==> src/issm_defs.svh <==
// Constants for the start/stop condition and line monitor block.
// Assumes a 100 MHz aclk and a 32-bit AXI4-Lite register bus.
`ifndef ISSM_DEFS_SVH
`define ISSM_DEFS_SVH

// ----------------------------------------------------------------------
// Register byte offsets
// ----------------------------------------------------------------------
`define ISSM_OFF_COND 12'h000
`define ISSM_OFF_MODE 12'h004

// ----------------------------------------------------------------------
// bus_condition_control fields
// ----------------------------------------------------------------------
`define ISSM_BIT_BUSY 7
`define ISSM_BIT_ISSUE 6
`define ISSM_BIT_SDAMON 5
`define ISSM_BIT_RSVD4 4
`define ISSM_BIT_SCLMON 3
`define ISSM_BIT_RSVD2 2
`define ISSM_BIT_CMRST 1
`define ISSM_BIT_RSVD0 0
`define ISSM_RST_RSVD4 1'h1
`define ISSM_RST_CMRST 1'h0
`define ISSM_RD_ISSUE 1'h1
`define ISSM_RD_RSVD2 1'h0
`define ISSM_RD_RSVD0 1'h1

// ----------------------------------------------------------------------
// Mode register fields
// ----------------------------------------------------------------------
`define ISSM_BIT_MST 5
`define ISSM_BIT_TRS 4
`define ISSM_RST_MODE 2'h0

// ----------------------------------------------------------------------
// Bus answers
// ----------------------------------------------------------------------
`define ISSM_RESP_OKAY 2'h0
`define ISSM_RESP_SLVERR 2'h2

// ----------------------------------------------------------------------
// Timing
// ----------------------------------------------------------------------
`define ISSM_CLK_PERIOD_NS 10
`define ISSM_T_COND_NS 4700
`define ISSM_T_COND_CYC \
   ((`ISSM_T_COND_NS + `ISSM_CLK_PERIOD_NS - 1) / `ISSM_CLK_PERIOD_NS)

`endif

==> src/issm_pkg.sv <==
// Types for the start/stop condition and line monitor block.
// Assumes issm_defs.svh holds every number.
package issm_pkg;

   // Condition generator sequence
   typedef enum logic [2:0] {
      ST_IDLE = 3'h0,
      ST_S_REL_SDA = 3'h1,
      ST_S_REL_SCL = 3'h2,
      ST_S_SDA_LOW = 3'h3,
      ST_S_SCL_LOW = 3'h4,
      ST_P_SDA_LOW = 3'h5,
      ST_P_REL_SCL = 3'h6,
      ST_P_REL_SDA = 3'h7
   } issm_gen_state_t;

   // Operating mode, master_select then transmit_select
   typedef enum logic [1:0] {
      MODE_SLV_RX = 2'h0,
      MODE_SLV_TX = 2'h1,
      MODE_MST_RX = 2'h2,
      MODE_MST_TX = 2'h3
   } issm_mode_t;

endpackage : issm_pkg

==> src/issm_cond_if.sv <==
// Carrier between the register side and the condition generator.
// Assumes both ends run on the same aclk.
`timescale 1ns/1ps
`default_nettype none

interface issm_cond_if;
   logic start_req;
   logic stop_req;
   logic ctl_rst;
   logic gen_busy;
   logic sda_low;
   logic scl_low;

   modport ctrl (output start_req, output stop_req, output ctl_rst,
      input gen_busy, input sda_low, input scl_low);
   modport gen (input start_req, input stop_req, input ctl_rst,
      output gen_busy, output sda_low, output scl_low);
endinterface : issm_cond_if

`default_nettype wire

==> src/issm_cond_gen.sv <==
// Start, repeated-start and stop sequencer for the two bus lines.
// Assumes one-cycle requests from issm_ctrl, never while gen_busy.
`timescale 1ns/1ps
`default_nettype none

module issm_cond_gen #(
   parameter int T_CYC = 470
) (
   // Clock and reset
   input wire logic aclk,
   input wire logic aresetn,
   // Register side
   issm_cond_if.gen cif
);

   issm_pkg::issm_gen_state_t state;
   issm_pkg::issm_gen_state_t next_state;
   logic [15:0] cnt;
   wire tick = (cnt == 16'(T_CYC - 1));

   // ------------------------------------------------------------------
   // Step sequence
   // ------------------------------------------------------------------
   // A start first frees both lines, so the same walk serves a
   // repeated start from a held bus.
   always_comb begin
      next_state = state;
      case (state)
         issm_pkg::ST_IDLE: begin
            if (cif.start_req)
               next_state = issm_pkg::ST_S_REL_SDA;
            else if (cif.stop_req)
               next_state = issm_pkg::ST_P_SDA_LOW;
         end
         issm_pkg::ST_S_REL_SDA: if (tick) next_state = issm_pkg::ST_S_REL_SCL;
         issm_pkg::ST_S_REL_SCL: if (tick) next_state = issm_pkg::ST_S_SDA_LOW;
         issm_pkg::ST_S_SDA_LOW: if (tick) next_state = issm_pkg::ST_S_SCL_LOW;
         issm_pkg::ST_S_SCL_LOW: next_state = issm_pkg::ST_IDLE;
         issm_pkg::ST_P_SDA_LOW: if (tick) next_state = issm_pkg::ST_P_REL_SCL;
         issm_pkg::ST_P_REL_SCL: if (tick) next_state = issm_pkg::ST_P_REL_SDA;
         issm_pkg::ST_P_REL_SDA: next_state = issm_pkg::ST_IDLE;
         default: next_state = issm_pkg::ST_IDLE;
      endcase
   end

   // ------------------------------------------------------------------
   // Line drive
   // ------------------------------------------------------------------
   always_ff @(posedge aclk) begin
      if (!aresetn || cif.ctl_rst) begin
         state <= issm_pkg::ST_IDLE;
         cnt <= 16'h0000;
         cif.sda_low <= 1'b0;
         cif.scl_low <= 1'b0;
      end else begin
         state <= next_state;
         cnt <= (next_state != state) ? 16'h0000 : cnt + 16'h0001;
         case (next_state)
            issm_pkg::ST_S_REL_SDA: cif.sda_low <= 1'b0;
            issm_pkg::ST_S_REL_SCL: cif.scl_low <= 1'b0;
            issm_pkg::ST_S_SDA_LOW: cif.sda_low <= 1'b1;
            issm_pkg::ST_S_SCL_LOW: cif.scl_low <= 1'b1;
            issm_pkg::ST_P_SDA_LOW: cif.sda_low <= 1'b1;
            issm_pkg::ST_P_REL_SCL: cif.scl_low <= 1'b0;
            issm_pkg::ST_P_REL_SDA: cif.sda_low <= 1'b0;
            default: ;
         endcase
      end
   end

   assign cif.gen_busy = (state != issm_pkg::ST_IDLE);

endmodule : issm_cond_gen

`default_nettype wire

==> src/issm_ctrl.sv <==
// Top of the start/stop condition and line monitor block: AXI4-Lite
// register slave, bus line watcher and condition issue control.
// Assumes open-drain pads outside: a line is pulled low while its
// output enable is high and floats high otherwise.
//
// Behaviour
// - Data line falling while clock line high sets the bus-occupied flag.
// - Data line rising while clock line high clears the bus-occupied flag.
// - Master mode, write busy=1 issue=0 issues start or repeated start.
// - Master mode, write busy=0 issue=0 issues a stop condition.
// - Condition issue only takes effect in master mode.
// - Issue bit reads 1; writing 1 is not stored and issues nothing.
// - Data monitor bit reads 0 while driving data low, else 1.
// - Clock monitor bit reads 0 while driving clock low, else 1.
// - Master and transmit select bits choose one of four modes.
// - Control module reset bit resets control logic and the busy flag, keeps other registers.
//
// Register access over AXI4-Lite and the register offsets were decided locally.
`timescale 1ns/1ps
`default_nettype none
`include "issm_defs.svh"

module issm_ctrl #(
   parameter int T_COND_CYC = `ISSM_T_COND_CYC
) (
   // Clock and reset
   input wire logic aclk,
   input wire logic aresetn,
   // AXI4-Lite write address
   input wire logic [11:0] s_axi_awaddr,
   input wire logic [2:0] s_axi_awprot,
   input wire logic s_axi_awvalid,
   output logic s_axi_awready,
   // AXI4-Lite write data
   input wire logic [31:0] s_axi_wdata,
   input wire logic [3:0] s_axi_wstrb,
   input wire logic s_axi_wvalid,
   output logic s_axi_wready,
   // AXI4-Lite write response
   output logic [1:0] s_axi_bresp,
   output logic s_axi_bvalid,
   input wire logic s_axi_bready,
   // AXI4-Lite read address
   input wire logic [11:0] s_axi_araddr,
   input wire logic [2:0] s_axi_arprot,
   input wire logic s_axi_arvalid,
   output logic s_axi_arready,
   // AXI4-Lite read data
   output logic [31:0] s_axi_rdata,
   output logic [1:0] s_axi_rresp,
   output logic s_axi_rvalid,
   input wire logic s_axi_rready,
   // Data line, open drain
   input wire logic sda_in,
   output logic sda_out,
   output logic sda_oe,
   // Clock line, open drain
   input wire logic scl_in,
   output logic scl_out,
   output logic scl_oe
);

   // ------------------------------------------------------------------
   // Register state
   // ------------------------------------------------------------------
   logic busy_flag;
   logic rsvd4;
   logic cm_reset;
   issm_pkg::issm_mode_t mode;

   issm_cond_if cif ();

   // ------------------------------------------------------------------
   // Line synchronisers and condition watcher
   // ------------------------------------------------------------------
   logic sda_m;
   logic sda_s;
   logic sda_d;
   logic scl_m;
   logic scl_s;

   always_ff @(posedge aclk) begin
      if (!aresetn) begin
         sda_m <= 1'b1;
         sda_s <= 1'b1;
         scl_m <= 1'b1;
         scl_s <= 1'b1;
      end else begin
         sda_m <= sda_in;
         sda_s <= sda_m;
         scl_m <= scl_in;
         scl_s <= scl_m;
      end
   end

   // The previous-sample stage belongs to control logic, so a module
   // reset also drops it; that avoids a false edge at reset release.
   always_ff @(posedge aclk) begin
      if (!aresetn || cm_reset)
         sda_d <= 1'b1;
      else
         sda_d <= sda_s;
   end

   wire start_seen = sda_d & ~sda_s & scl_s;
   wire stop_seen = ~sda_d & sda_s & scl_s;

   // ------------------------------------------------------------------
   // Write channel
   // ------------------------------------------------------------------
   logic aw_have;
   logic w_have;
   logic [11:0] aw_addr;
   logic [31:0] w_data;
   logic [3:0] w_strb;

   wire aw_fire = s_axi_awvalid & s_axi_awready;
   wire w_fire = s_axi_wvalid & s_axi_wready;
   wire wr_do = aw_have & w_have & ~s_axi_bvalid;
   wire b_done = s_axi_bvalid & s_axi_bready;

   wire next_aw_have = aw_fire | (aw_have & ~wr_do);
   wire next_w_have = w_fire | (w_have & ~wr_do);
   wire next_bvalid = wr_do | (s_axi_bvalid & ~b_done);

   wire wr_cond = (aw_addr == `ISSM_OFF_COND);
   wire wr_mode = (aw_addr == `ISSM_OFF_MODE);
   wire wr_hit = wr_cond | wr_mode;
   wire wr_cond_lane = wr_do & wr_cond & w_strb[0];
   wire wr_mode_lane = wr_do & wr_mode & w_strb[0];

   always_ff @(posedge aclk) begin
      if (!aresetn) begin
         aw_have <= 1'b0;
         w_have <= 1'b0;
         aw_addr <= 12'h000;
         w_data <= 32'h00000000;
         w_strb <= 4'h0;
      end else begin
         aw_have <= next_aw_have;
         w_have <= next_w_have;
         if (aw_fire)
            aw_addr <= {s_axi_awaddr[11:2], 2'h0};
         if (w_fire) begin
            w_data <= s_axi_wdata;
            w_strb <= s_axi_wstrb;
         end
      end
   end

   always_ff @(posedge aclk) begin
      if (!aresetn) begin
         s_axi_awready <= 1'b0;
         s_axi_wready <= 1'b0;
         s_axi_bvalid <= 1'b0;
         s_axi_bresp <= `ISSM_RESP_OKAY;
      end else begin
         s_axi_awready <= ~next_aw_have & ~next_bvalid;
         s_axi_wready <= ~next_w_have & ~next_bvalid;
         s_axi_bvalid <= next_bvalid;
         if (wr_do)
            s_axi_bresp <= wr_hit ? `ISSM_RESP_OKAY : `ISSM_RESP_SLVERR;
      end
   end

   // ------------------------------------------------------------------
   // Condition issue decode
   // ------------------------------------------------------------------
   // Busy and issue bits are taken from one write beat; a split
   // read-modify-write would see issue read back as 1 and do nothing.
   wire issue_low = ~w_data[`ISSM_BIT_ISSUE];
   wire in_master = (mode == issm_pkg::MODE_MST_RX) ||
      (mode == issm_pkg::MODE_MST_TX);
   wire issue_ok = wr_cond_lane & issue_low & in_master & ~cm_reset &
      ~cif.gen_busy;
   wire next_start = issue_ok & w_data[`ISSM_BIT_BUSY];
   wire next_stop = issue_ok & ~w_data[`ISSM_BIT_BUSY];

   always_ff @(posedge aclk) begin
      if (!aresetn) begin
         cif.start_req <= 1'b0;
         cif.stop_req <= 1'b0;
      end else begin
         cif.start_req <= next_start;
         cif.stop_req <= next_stop;
      end
   end

   assign cif.ctl_rst = cm_reset;

   // ------------------------------------------------------------------
   // Registers
   // ------------------------------------------------------------------
   // Monitor bits have no storage, so writes to them fall away.
   always_ff @(posedge aclk) begin
      if (!aresetn) begin
         rsvd4 <= `ISSM_RST_RSVD4;
         cm_reset <= `ISSM_RST_CMRST;
         mode <= issm_pkg::issm_mode_t'(`ISSM_RST_MODE);
      end else begin
         if (wr_cond_lane) begin
            rsvd4 <= w_data[`ISSM_BIT_RSVD4];
            cm_reset <= w_data[`ISSM_BIT_CMRST];
         end
         if (wr_mode_lane)
            mode <= issm_pkg::issm_mode_t'(
               {w_data[`ISSM_BIT_MST], w_data[`ISSM_BIT_TRS]});
      end
   end

   // The flag follows the bus itself, so it also tracks other
   // masters; a start in the same cycle as a stop cannot occur.
   always_ff @(posedge aclk) begin
      if (!aresetn || cm_reset)
         busy_flag <= 1'b0;
      else if (start_seen)
         busy_flag <= 1'b1;
      else if (stop_seen)
         busy_flag <= 1'b0;
   end

   // ------------------------------------------------------------------
   // Pin drive
   // ------------------------------------------------------------------
   always_ff @(posedge aclk) begin
      if (!aresetn) begin
         sda_out <= 1'b0;
         scl_out <= 1'b0;
         sda_oe <= 1'b0;
         scl_oe <= 1'b0;
      end else begin
         sda_out <= 1'b0;
         scl_out <= 1'b0;
         sda_oe <= cif.sda_low;
         scl_oe <= cif.scl_low;
      end
   end

   // ------------------------------------------------------------------
   // Read channel
   // ------------------------------------------------------------------
   wire ar_fire = s_axi_arvalid & s_axi_arready;
   wire r_done = s_axi_rvalid & s_axi_rready;
   wire next_rvalid = ar_fire | (s_axi_rvalid & ~r_done);
   wire [11:0] rd_addr = {s_axi_araddr[11:2], 2'h0};
   wire rd_cond = (rd_addr == `ISSM_OFF_COND);
   wire rd_mode = (rd_addr == `ISSM_OFF_MODE);

   logic [7:0] cond_view;
   logic [7:0] mode_view;

   always_comb begin
      cond_view = 8'h00;
      cond_view[`ISSM_BIT_BUSY] = busy_flag;
      cond_view[`ISSM_BIT_ISSUE] = `ISSM_RD_ISSUE;
      cond_view[`ISSM_BIT_SDAMON] = ~sda_oe;
      cond_view[`ISSM_BIT_RSVD4] = rsvd4;
      cond_view[`ISSM_BIT_SCLMON] = ~scl_oe;
      cond_view[`ISSM_BIT_RSVD2] = `ISSM_RD_RSVD2;
      cond_view[`ISSM_BIT_CMRST] = cm_reset;
      cond_view[`ISSM_BIT_RSVD0] = `ISSM_RD_RSVD0;
      mode_view = 8'h00;
      mode_view[`ISSM_BIT_MST] = mode[1];
      mode_view[`ISSM_BIT_TRS] = mode[0];
   end

   always_ff @(posedge aclk) begin
      if (!aresetn) begin
         s_axi_arready <= 1'b0;
         s_axi_rvalid <= 1'b0;
         s_axi_rdata <= 32'h00000000;
         s_axi_rresp <= `ISSM_RESP_OKAY;
      end else begin
         s_axi_arready <= ~next_rvalid;
         s_axi_rvalid <= next_rvalid;
         if (ar_fire) begin
            s_axi_rdata <= rd_cond ? {24'h000000, cond_view} :
               rd_mode ? {24'h000000, mode_view} : 32'h00000000;
            s_axi_rresp <= (rd_cond | rd_mode) ? `ISSM_RESP_OKAY :
               `ISSM_RESP_SLVERR;
         end
      end
   end

   // ------------------------------------------------------------------
   // Condition generator
   // ------------------------------------------------------------------
   issm_cond_gen #(
      .T_CYC(T_COND_CYC)
   ) u_gen (
      .aclk(aclk),
      .aresetn(aresetn),
      .cif(cif)
   );

endmodule : issm_ctrl

`default_nettype wire

==> config.mk <==
export PLATFORM = sky130hd
export DESIGN_NAME = issm_ctrl
export DESIGN_NICKNAME = d
export VERILOG_FILES = /design/src/issm_pkg.sv /design/src/issm_cond_if.sv /design/src/issm_cond_gen.sv /design/src/issm_ctrl.sv
export VERILOG_INCLUDE_DIRS = /design/src
export SDC_FILE = /design/constraint.sdc
export NUM_CORES = 1
export LEC_CHECK = 0
export ABC_AREA = 1
export BUFFER_PORTS_ARGS = -buffer_cell sky130_fd_sc_hd__buf_2
export CORE_MARGIN = 5
export CORE_UTILIZATION = 35
export DETAILED_ROUTE_END_ITERATION = 16
export GPL_TIMING_DRIVEN = 0
export PLACE_DENSITY = 0.66
export RECOVER_POWER = 25
export SLEW_MARGIN = 5
export SYNTH_ARGS = -nofsm -noshare
export SYNTH_HDL_FRONTEND = slang
export SYNTH_SLANG_ARGS = --single-unit
==> constraint.sdc <==
create_clock -name aclk -period 3.2 [get_ports aclk]
set_clock_uncertainty 0.2 [all_clocks]
set_input_delay 0.32 -clock aclk [delete_from_list [all_inputs] [get_ports aclk]]
set_output_delay 0.32 -clock aclk [all_outputs]
set_load 0.03 [all_outputs]
==> results of run 1 <==
-- metal layers --
layer / GRT usage [%] / vias up / wire (µm)
li1: - / 1414 / -
met1: 13.61 / 1157 / 2730
met2: 20.68 / 71 / 3012
met3: 3.761 / 7 / 397
met4: 3.562 / 0 / 47
met5: 0 / - / 0
-- sequential cells by signal, summed over array words and instances (netlist names), 2 cells and up --
register and count:
mode 2, u_gen.state 3, w_data 5, u_gen.cnt 16, aw_addr 10, s_axi_rdata 6
-- power breakdown --
group	switching [W]	total, W	internal (W)	leakage [nW]
Clock	0.000323	0.000840	0.000517	0.116
Sequential	0.0000288	0.000898	0.000869	0.538
Combinational	0.000217	0.000336	0.000119	1.15
Total	0.000569	0.00207	0.00151	1.80
-- path summary, 6_finish.rpt --
check,start,endpoint,slack (ps)
max,u_gen.cnt[0],u_gen.cnt[10],1170
min,s_axi_awaddr[10],aw_addr[10],30
max reg2reg,u_gen.cnt[0],u_gen.cnt[10],1170
min reg2reg,sda_m,sda_s,220
-- stage by stage --
stage                     setup WS [ps]  hold slack, ps  instance area [µm²]
after global placement             1225           197.8                 3628
after detailed placement           1190           203.9                 3628
final                              1172           30.69                 3886
after global routing               1019           38.44                 3886
after CTS                          1157           11.54                 3887
after floorplan                    1400           192.2                 3243
-- worst max-delay path: cells and delay by family (launching register included) --
kind,cells,cell delay (ps)
AO/OA/AOI/OAI,1,240
adder cells (fa/ha/maj),1,220
buffers and inverters,3,320
flip-flops,1,390
AND/OR/NAND/NOR,8,530
-- layout make-up --
class | count | area, µm²
sequential | 66 | 1321
fill | 860 | 4835
clock buffer | 9 | 123.9
tap | 108 | 135.1
clock inverter | 6 | 115.1
timing repair buffer | 52 | 269.0
inverter | 56 | 210.2
multi-input combinational | 283 | 1441
buffer | 37 | 270.3
-- placed cells by master (no fill, tap or decap), types with 5 or more instances in the layout --
master,n
nand4_1,5
clkbuf_1,5
dfxtp_1,66
xor2_1,12
inv_1,52
nor3_1,6
o21ai_0,25
buf_4,30
nand2_1,47
buf_2,51
or2_2,5
conb_1,29
clkbuf_8,9
nand3_1,19
nor2_4,10
nor2_1,74
a21oi_1,25
-- synthesized netlist by cell type (3+ instances only) --
master | number | area, µm²
buf_4 | 30 | 225.2
o21ai_0 | 25 | 125.1
a21oi_1 | 25 | 125.1
nand2_2 | 3 | 18.77
nor2_4 | 10 | 112.6
nor3_1 | 6 | 30.03
dfxtp_1 | 66 | 1321
inv_2 | 4 | 15.01
or2_2 | 5 | 31.28
nor2_2 | 4 | 25.02
xor2_1 | 12 | 105.1
inv_1 | 52 | 195.2
nor2_1 | 74 | 277.8
nand3_1 | 19 | 95.09
nand4_1 | 5 | 31.28
nand2_1 | 47 | 176.4
-- cells by family (layout without fill, tap and decap cells) --
family,count (synthesis),in the layout,share of synthesized area [%]
adder cells (fa/ha/maj),2,2,0.7973
other,1,29,0.1195
AND/OR/NAND/NOR,181,181,27.87
XOR/XNOR,14,14,3.908
flip-flops,66,66,42.11
buffers and inverters,93,160,15.31
AO/OA/AOI/OAI,57,57,9.888
==> flow_summary.yaml, run 1 <==
worst_setup_path:
  reg2regPathDepth: 13
  critPathSlowestCell: "dfxtp_1"
  critPathRequiredTime_ps: 3220
  cp_cell_sequence: "ha_1 > nand2_1 > inv_1 > nand2_1 > nor2_1 > nand3_1 > nand2_1 > inv_2 > nand2_2 > nand2_4 > o21ai_4 > buf_12 > nor2_4"
  cpPeakStageDelay_ps: 390
  path_class: "reg -> reg"
  crit_top_cell: "nand2_1"
  cp.arrival_ps: 2050
  path_max_fanout: 10
  cp-start-kind: "flop"
  setup.worst_path.end_class: "flop"
logic_synthesis:
  synth_cell_types: 34
  synth_edf_count: 0
  postSynthAreaPerCell_um2: 7.580
  synth_ff_type: "dfxtp_1"
  synth_cells: 414
  ys_seq_elements: 66
  ys_seq_area_share_pct: 42.11
  syn_area_mm2: 0.003138
  ys_async_sr_fraction_pct: 0
  yosys_warnings: 0
cts:
  ctsHoldBuffers: 2
  root_buffer: "clkbuf_8"
  cts_sinks: 66
  clock_path_buffers: 2
  post_cts_resized: 0
  cts_tree: "done"
  clock_latency_ps: 340
  path_clk_slew_ps: 80
  htreeDepth: 3
  cts_buffers: 9
  postCtsSetupRepairBufs: 0
global_routing:
  antenna_found_initial: 0
  grt_pass1_wl_mm: 10.93
  grt.overflow.total: 0
  grt_pass1_vias: 2549
  grt_max_degree: 13
  grt_usage_pct: 11.76
timing:
  tns_ps: 0
  min_period_ps: 2028
  fin_crit_sh_pct: 63.39
  clock.fmax_ghz: 0.4930
  rsz0062_at_grt: "no"
  tightest_slew_ps: 501.9
  slew_viol_final: 0
  finalHoldViolCount: 0
  setup_viol: 0
  slew_headroom_pct: 66.54
finish:
  syn2layout_area_growth_pct: 23.84
  drive_above_1_share_pct: 25.34
  num-nets-final: 582
  utilization_pct: 44.56
  diodes: 0
  stdcell_count: 617
flow_run:
  cap_violations: 0
routing:
  routed_via_density: 4.293
  postRouteAntennaNets: 0
  drt-total-wl_mm: 6.188
  drc: 0
  vias: 2649
  wl_per_cell_um: 10.03
  drtPass1Iterations: 4
  initialDrtViolationCount: 107
power:
  p_per_area_mw_per_mm2: 533.7
  power.total_w: 0.002074
  leakagePower_nw: 1.804
  peakVddDrop_mv: 0.4627
worst_hold_path:
  hold_depth: 3
  hold_class: "in -> reg"
floorplan:
  io_pins: 120
  rows: 34
  die_w_um: 104.7
  fp.dieH_um: 104.7
  floorplan.initialDensity_pct: 35.98
  die_area_mm2: 0.01096
  core-area_mm2: 0.008721
place:
  gp_congestion: 0.8121
  dp_cells: 600
  hpwl_mm: 4.829
  io_buffers: 50
run_status:
  status: "complete, no violations"
Power figures use the tool's default switching activity.
==> run 2: changes to the inputs <==
--- a/config.mk
+++ b/config.mk
@@ -12,7 +12,7 @@
 export CORE_UTILIZATION = 35
 export DETAILED_ROUTE_END_ITERATION = 16
 export GPL_TIMING_DRIVEN = 0
-export PLACE_DENSITY = 0.66
+export PLACE_DENSITY = 0.69
 export RECOVER_POWER = 25
 export SLEW_MARGIN = 5
 export SYNTH_ARGS = -nofsm -noshare
==> constraint.sdc (replaced) <==
create_clock -name aclk -period 1.71 [get_ports aclk]
set_clock_uncertainty 0.2 [all_clocks]
set_input_delay 0.171 -clock aclk [delete_from_list [all_inputs] [get_ports aclk]]
set_output_delay 0.171 -clock aclk [all_outputs]
set_load 0.03 [all_outputs]
==> run 2 against run 1 <==
Compared with the run above:
- the flow now finishes with violations (setup timing)
- maximum frequency grew 12%
- power up 86%
- clock power grew 70%
- highest routed layer unchanged
- design area increased by 11%
- wire length is 13% higher
- non-clock buffer count up 30
==> flow_summary.yaml, run 2 (same netlist as run 1, synthesis figures left out) <==
cts:
  cts_sinks: 66
  clock_latency_ps: 340
  root_buffer: "clkbuf_8"
  cts_buffers: 9
  cts_tree: "done"
  path_clk_slew_ps: 80
  htreeDepth: 3
  clock_path_buffers: 2
global_routing:
  grt_pass1_vias: 2830
  grt_usage_pct: 12.76
  grt.overflow.total: 0
  grt_max_degree: 13
  antenna_found_initial: 0
  grt_pass1_wl_mm: 11.93
worst_setup_path:
  r2r_end: "u_gen.cnt[7]"
  reg2reg_slack_ps: -90
  crit_buf_inv: 2
  setup.worst_path.end_class: "flop"
  cp_cell_sequence: "inv_2 > ha_4 > nand3_1 > nor2_2 > nand2_2 > nand3_1 > nand2_2 > nand2_4 > o21ai_4 > buf_8 > nor2_4"
  cp.arrival_ps: 1830
  cpPeakStageDelay_ps: 340
  reg2regPathDepth: 11
  critPathRequiredTime_ps: 1740
  critPathSlowestCell: "dfxtp_2"
  r2r-start: "u_gen.cnt[1]"
  crit_start: "u_gen.cnt[1]"
  path_max_fanout: 5
  path_delay_family: "simple AND/OR/NAND/NOR gates"
  cp-start-kind: "flop"
  cp.depth: 11
  path_class: "reg -> reg"
timing:
  fin_crit_sh_pct: 105.5
  tns_ps: -1295
  setup_viol: 17
  clock.fmax_ghz: 0.5541
  finalHoldViolCount: 0
  min_period_ps: 1805
  slew_viol_final: 0
  fin_ws_ps: -94.78
  rsz0062_at_grt: "yes"
routing:
  postRouteAntennaNets: 0
  drt-total-wl_mm: 6.990
  vias: 2826
  routed_via_density: 4.368
  wl_met3_um: 431
  drc: 0
  initialDrtViolationCount: 64
  wl_met2_mm: 3.619
  drtPass1Iterations: 4
  wl_per_cell_um: 10.80
  wl_met1_mm: 2.880
  top_layer_used: "met4"
power:
  leakagePower_nw: 1.963
  p_per_area_mw_per_mm2: 894.2
  peakVddDrop_mv: 0.7166
finish:
  top_register: "u_gen.cnt"
  largestRegisters: "u_gen.cnt: 16 flops, aw_addr: 10 flops, s_axi_rdata: 6 flops"
  layout_commonest_cell: "nor2_1"
  num-nets-final: 612
  largest_reg_flops: 16
  diodes: 0
  syn2layout_area_growth_pct: 37.20
  layout_common_cells: "nor2_1, dfxtp_1, inv_1, buf_2, nand2_1"
  stdcell_count: 647
  n_fill_cell: 824
  drive_above_1_share_pct: 32.28
floorplan:
  fp.dieH_um: 104.7
  rows: 34
  core-area_mm2: 0.008721
  io_pins: 120
  floorplan.initialDensity_pct: 35.98
  die_area_mm2: 0.01096
  die_w_um: 104.7
run_status:
  status: "finished with violations"
  violations: "setup timing"
worst_hold_path:
  hold_depth: 4
  hold_class: "in -> reg"
  min_to: "s_axi_rdata[6]"
  min_from: "s_axi_arvalid"
place:
  hpwl_mm: 4.906
  io_buffers: 50
  dp_cells: 600
  gp_congestion: 0.8003
flow_run:
  cap_violations: 0
run 2: area by class of cell:
type | instances | area (µm²) | share of cell area (%)
Buffer | 34 | 240.2 | 5.580
Clock buffer | 9 | 123.9 | 2.877
Clock inverter | 6 | 91.34 | 2.121
Inverter | 56 | 210.2 | 4.882
Multi-Input combinational cell | 283 | 1570 | 36.47
Sequential cell | 66 | 1341 | 31.15
Tap cell | 108 | 135.1 | 3.139
Timing Repair Buffer | 85 | 593.1 | 13.78
run 2: report_power, final:
group / switching, W / internal, W / total (W)
clock network: 0.000608 / 0.000817 / 0.00143
registers: 0.0000606 / 0.00163 / 0.00169
logic: 0.000444 / 0.000291 / 0.000735
run 2: through the flow:
step	cell area (µm²)	hold WS (ps)	utilization, %	power [W]	setup slack (ps)
after floorplan	3258	77.58	-	0.002219	-72.95
after global routing	4305	69.45	49.37	0.004044	-195.6
after detailed placement	3643	166.1	41.78	0.002359	-252.6
final	4305	50.30	49.37	0.003850	-94.78
after global placement	3643	159.2	41.78	0.002339	-227.2
after CTS	4235	28.78	48.57	0.003900	-112.3
run 2: how the worst max path moves through the flow:
stage | endpoint | slack [ps]
after CTS | u_gen.cnt[6] | -110
after floorplan | u_gen.cnt[6] | -70
after global routing | u_gen.cnt[5] | -200
after detailed placement | u_gen.cnt[14] | -250
final | u_gen.cnt[7] | -90
after global placement | u_gen.cnt[14] | -230
run 2: worst min-delay path: cells and delay by family:
kind                   cells  cell delay [ps]
AOI/OAI and AO/OA          1               50
buffers and inverters      1               70
and+or+nand+nor            2              250
run 2: layer usage:
metal  up-vias  track usage [%]
met2        72            23.62
li1       1476                -
met4         0            2.466
met3         9            4.809
met5         -                0
met1      1269            13.90
run 2: repair_timing:
action / 4_1_cts / 5_1_grt
setup endpoints to repair: 22 / 25
buffers inserted: 6 / 4
cloned: 1 / 0
endpoints found under the hold margin: 26 / 0
pin swaps: 12 / 7
gates resized for setup: 21 / 31
hold buffers: 25 / 0
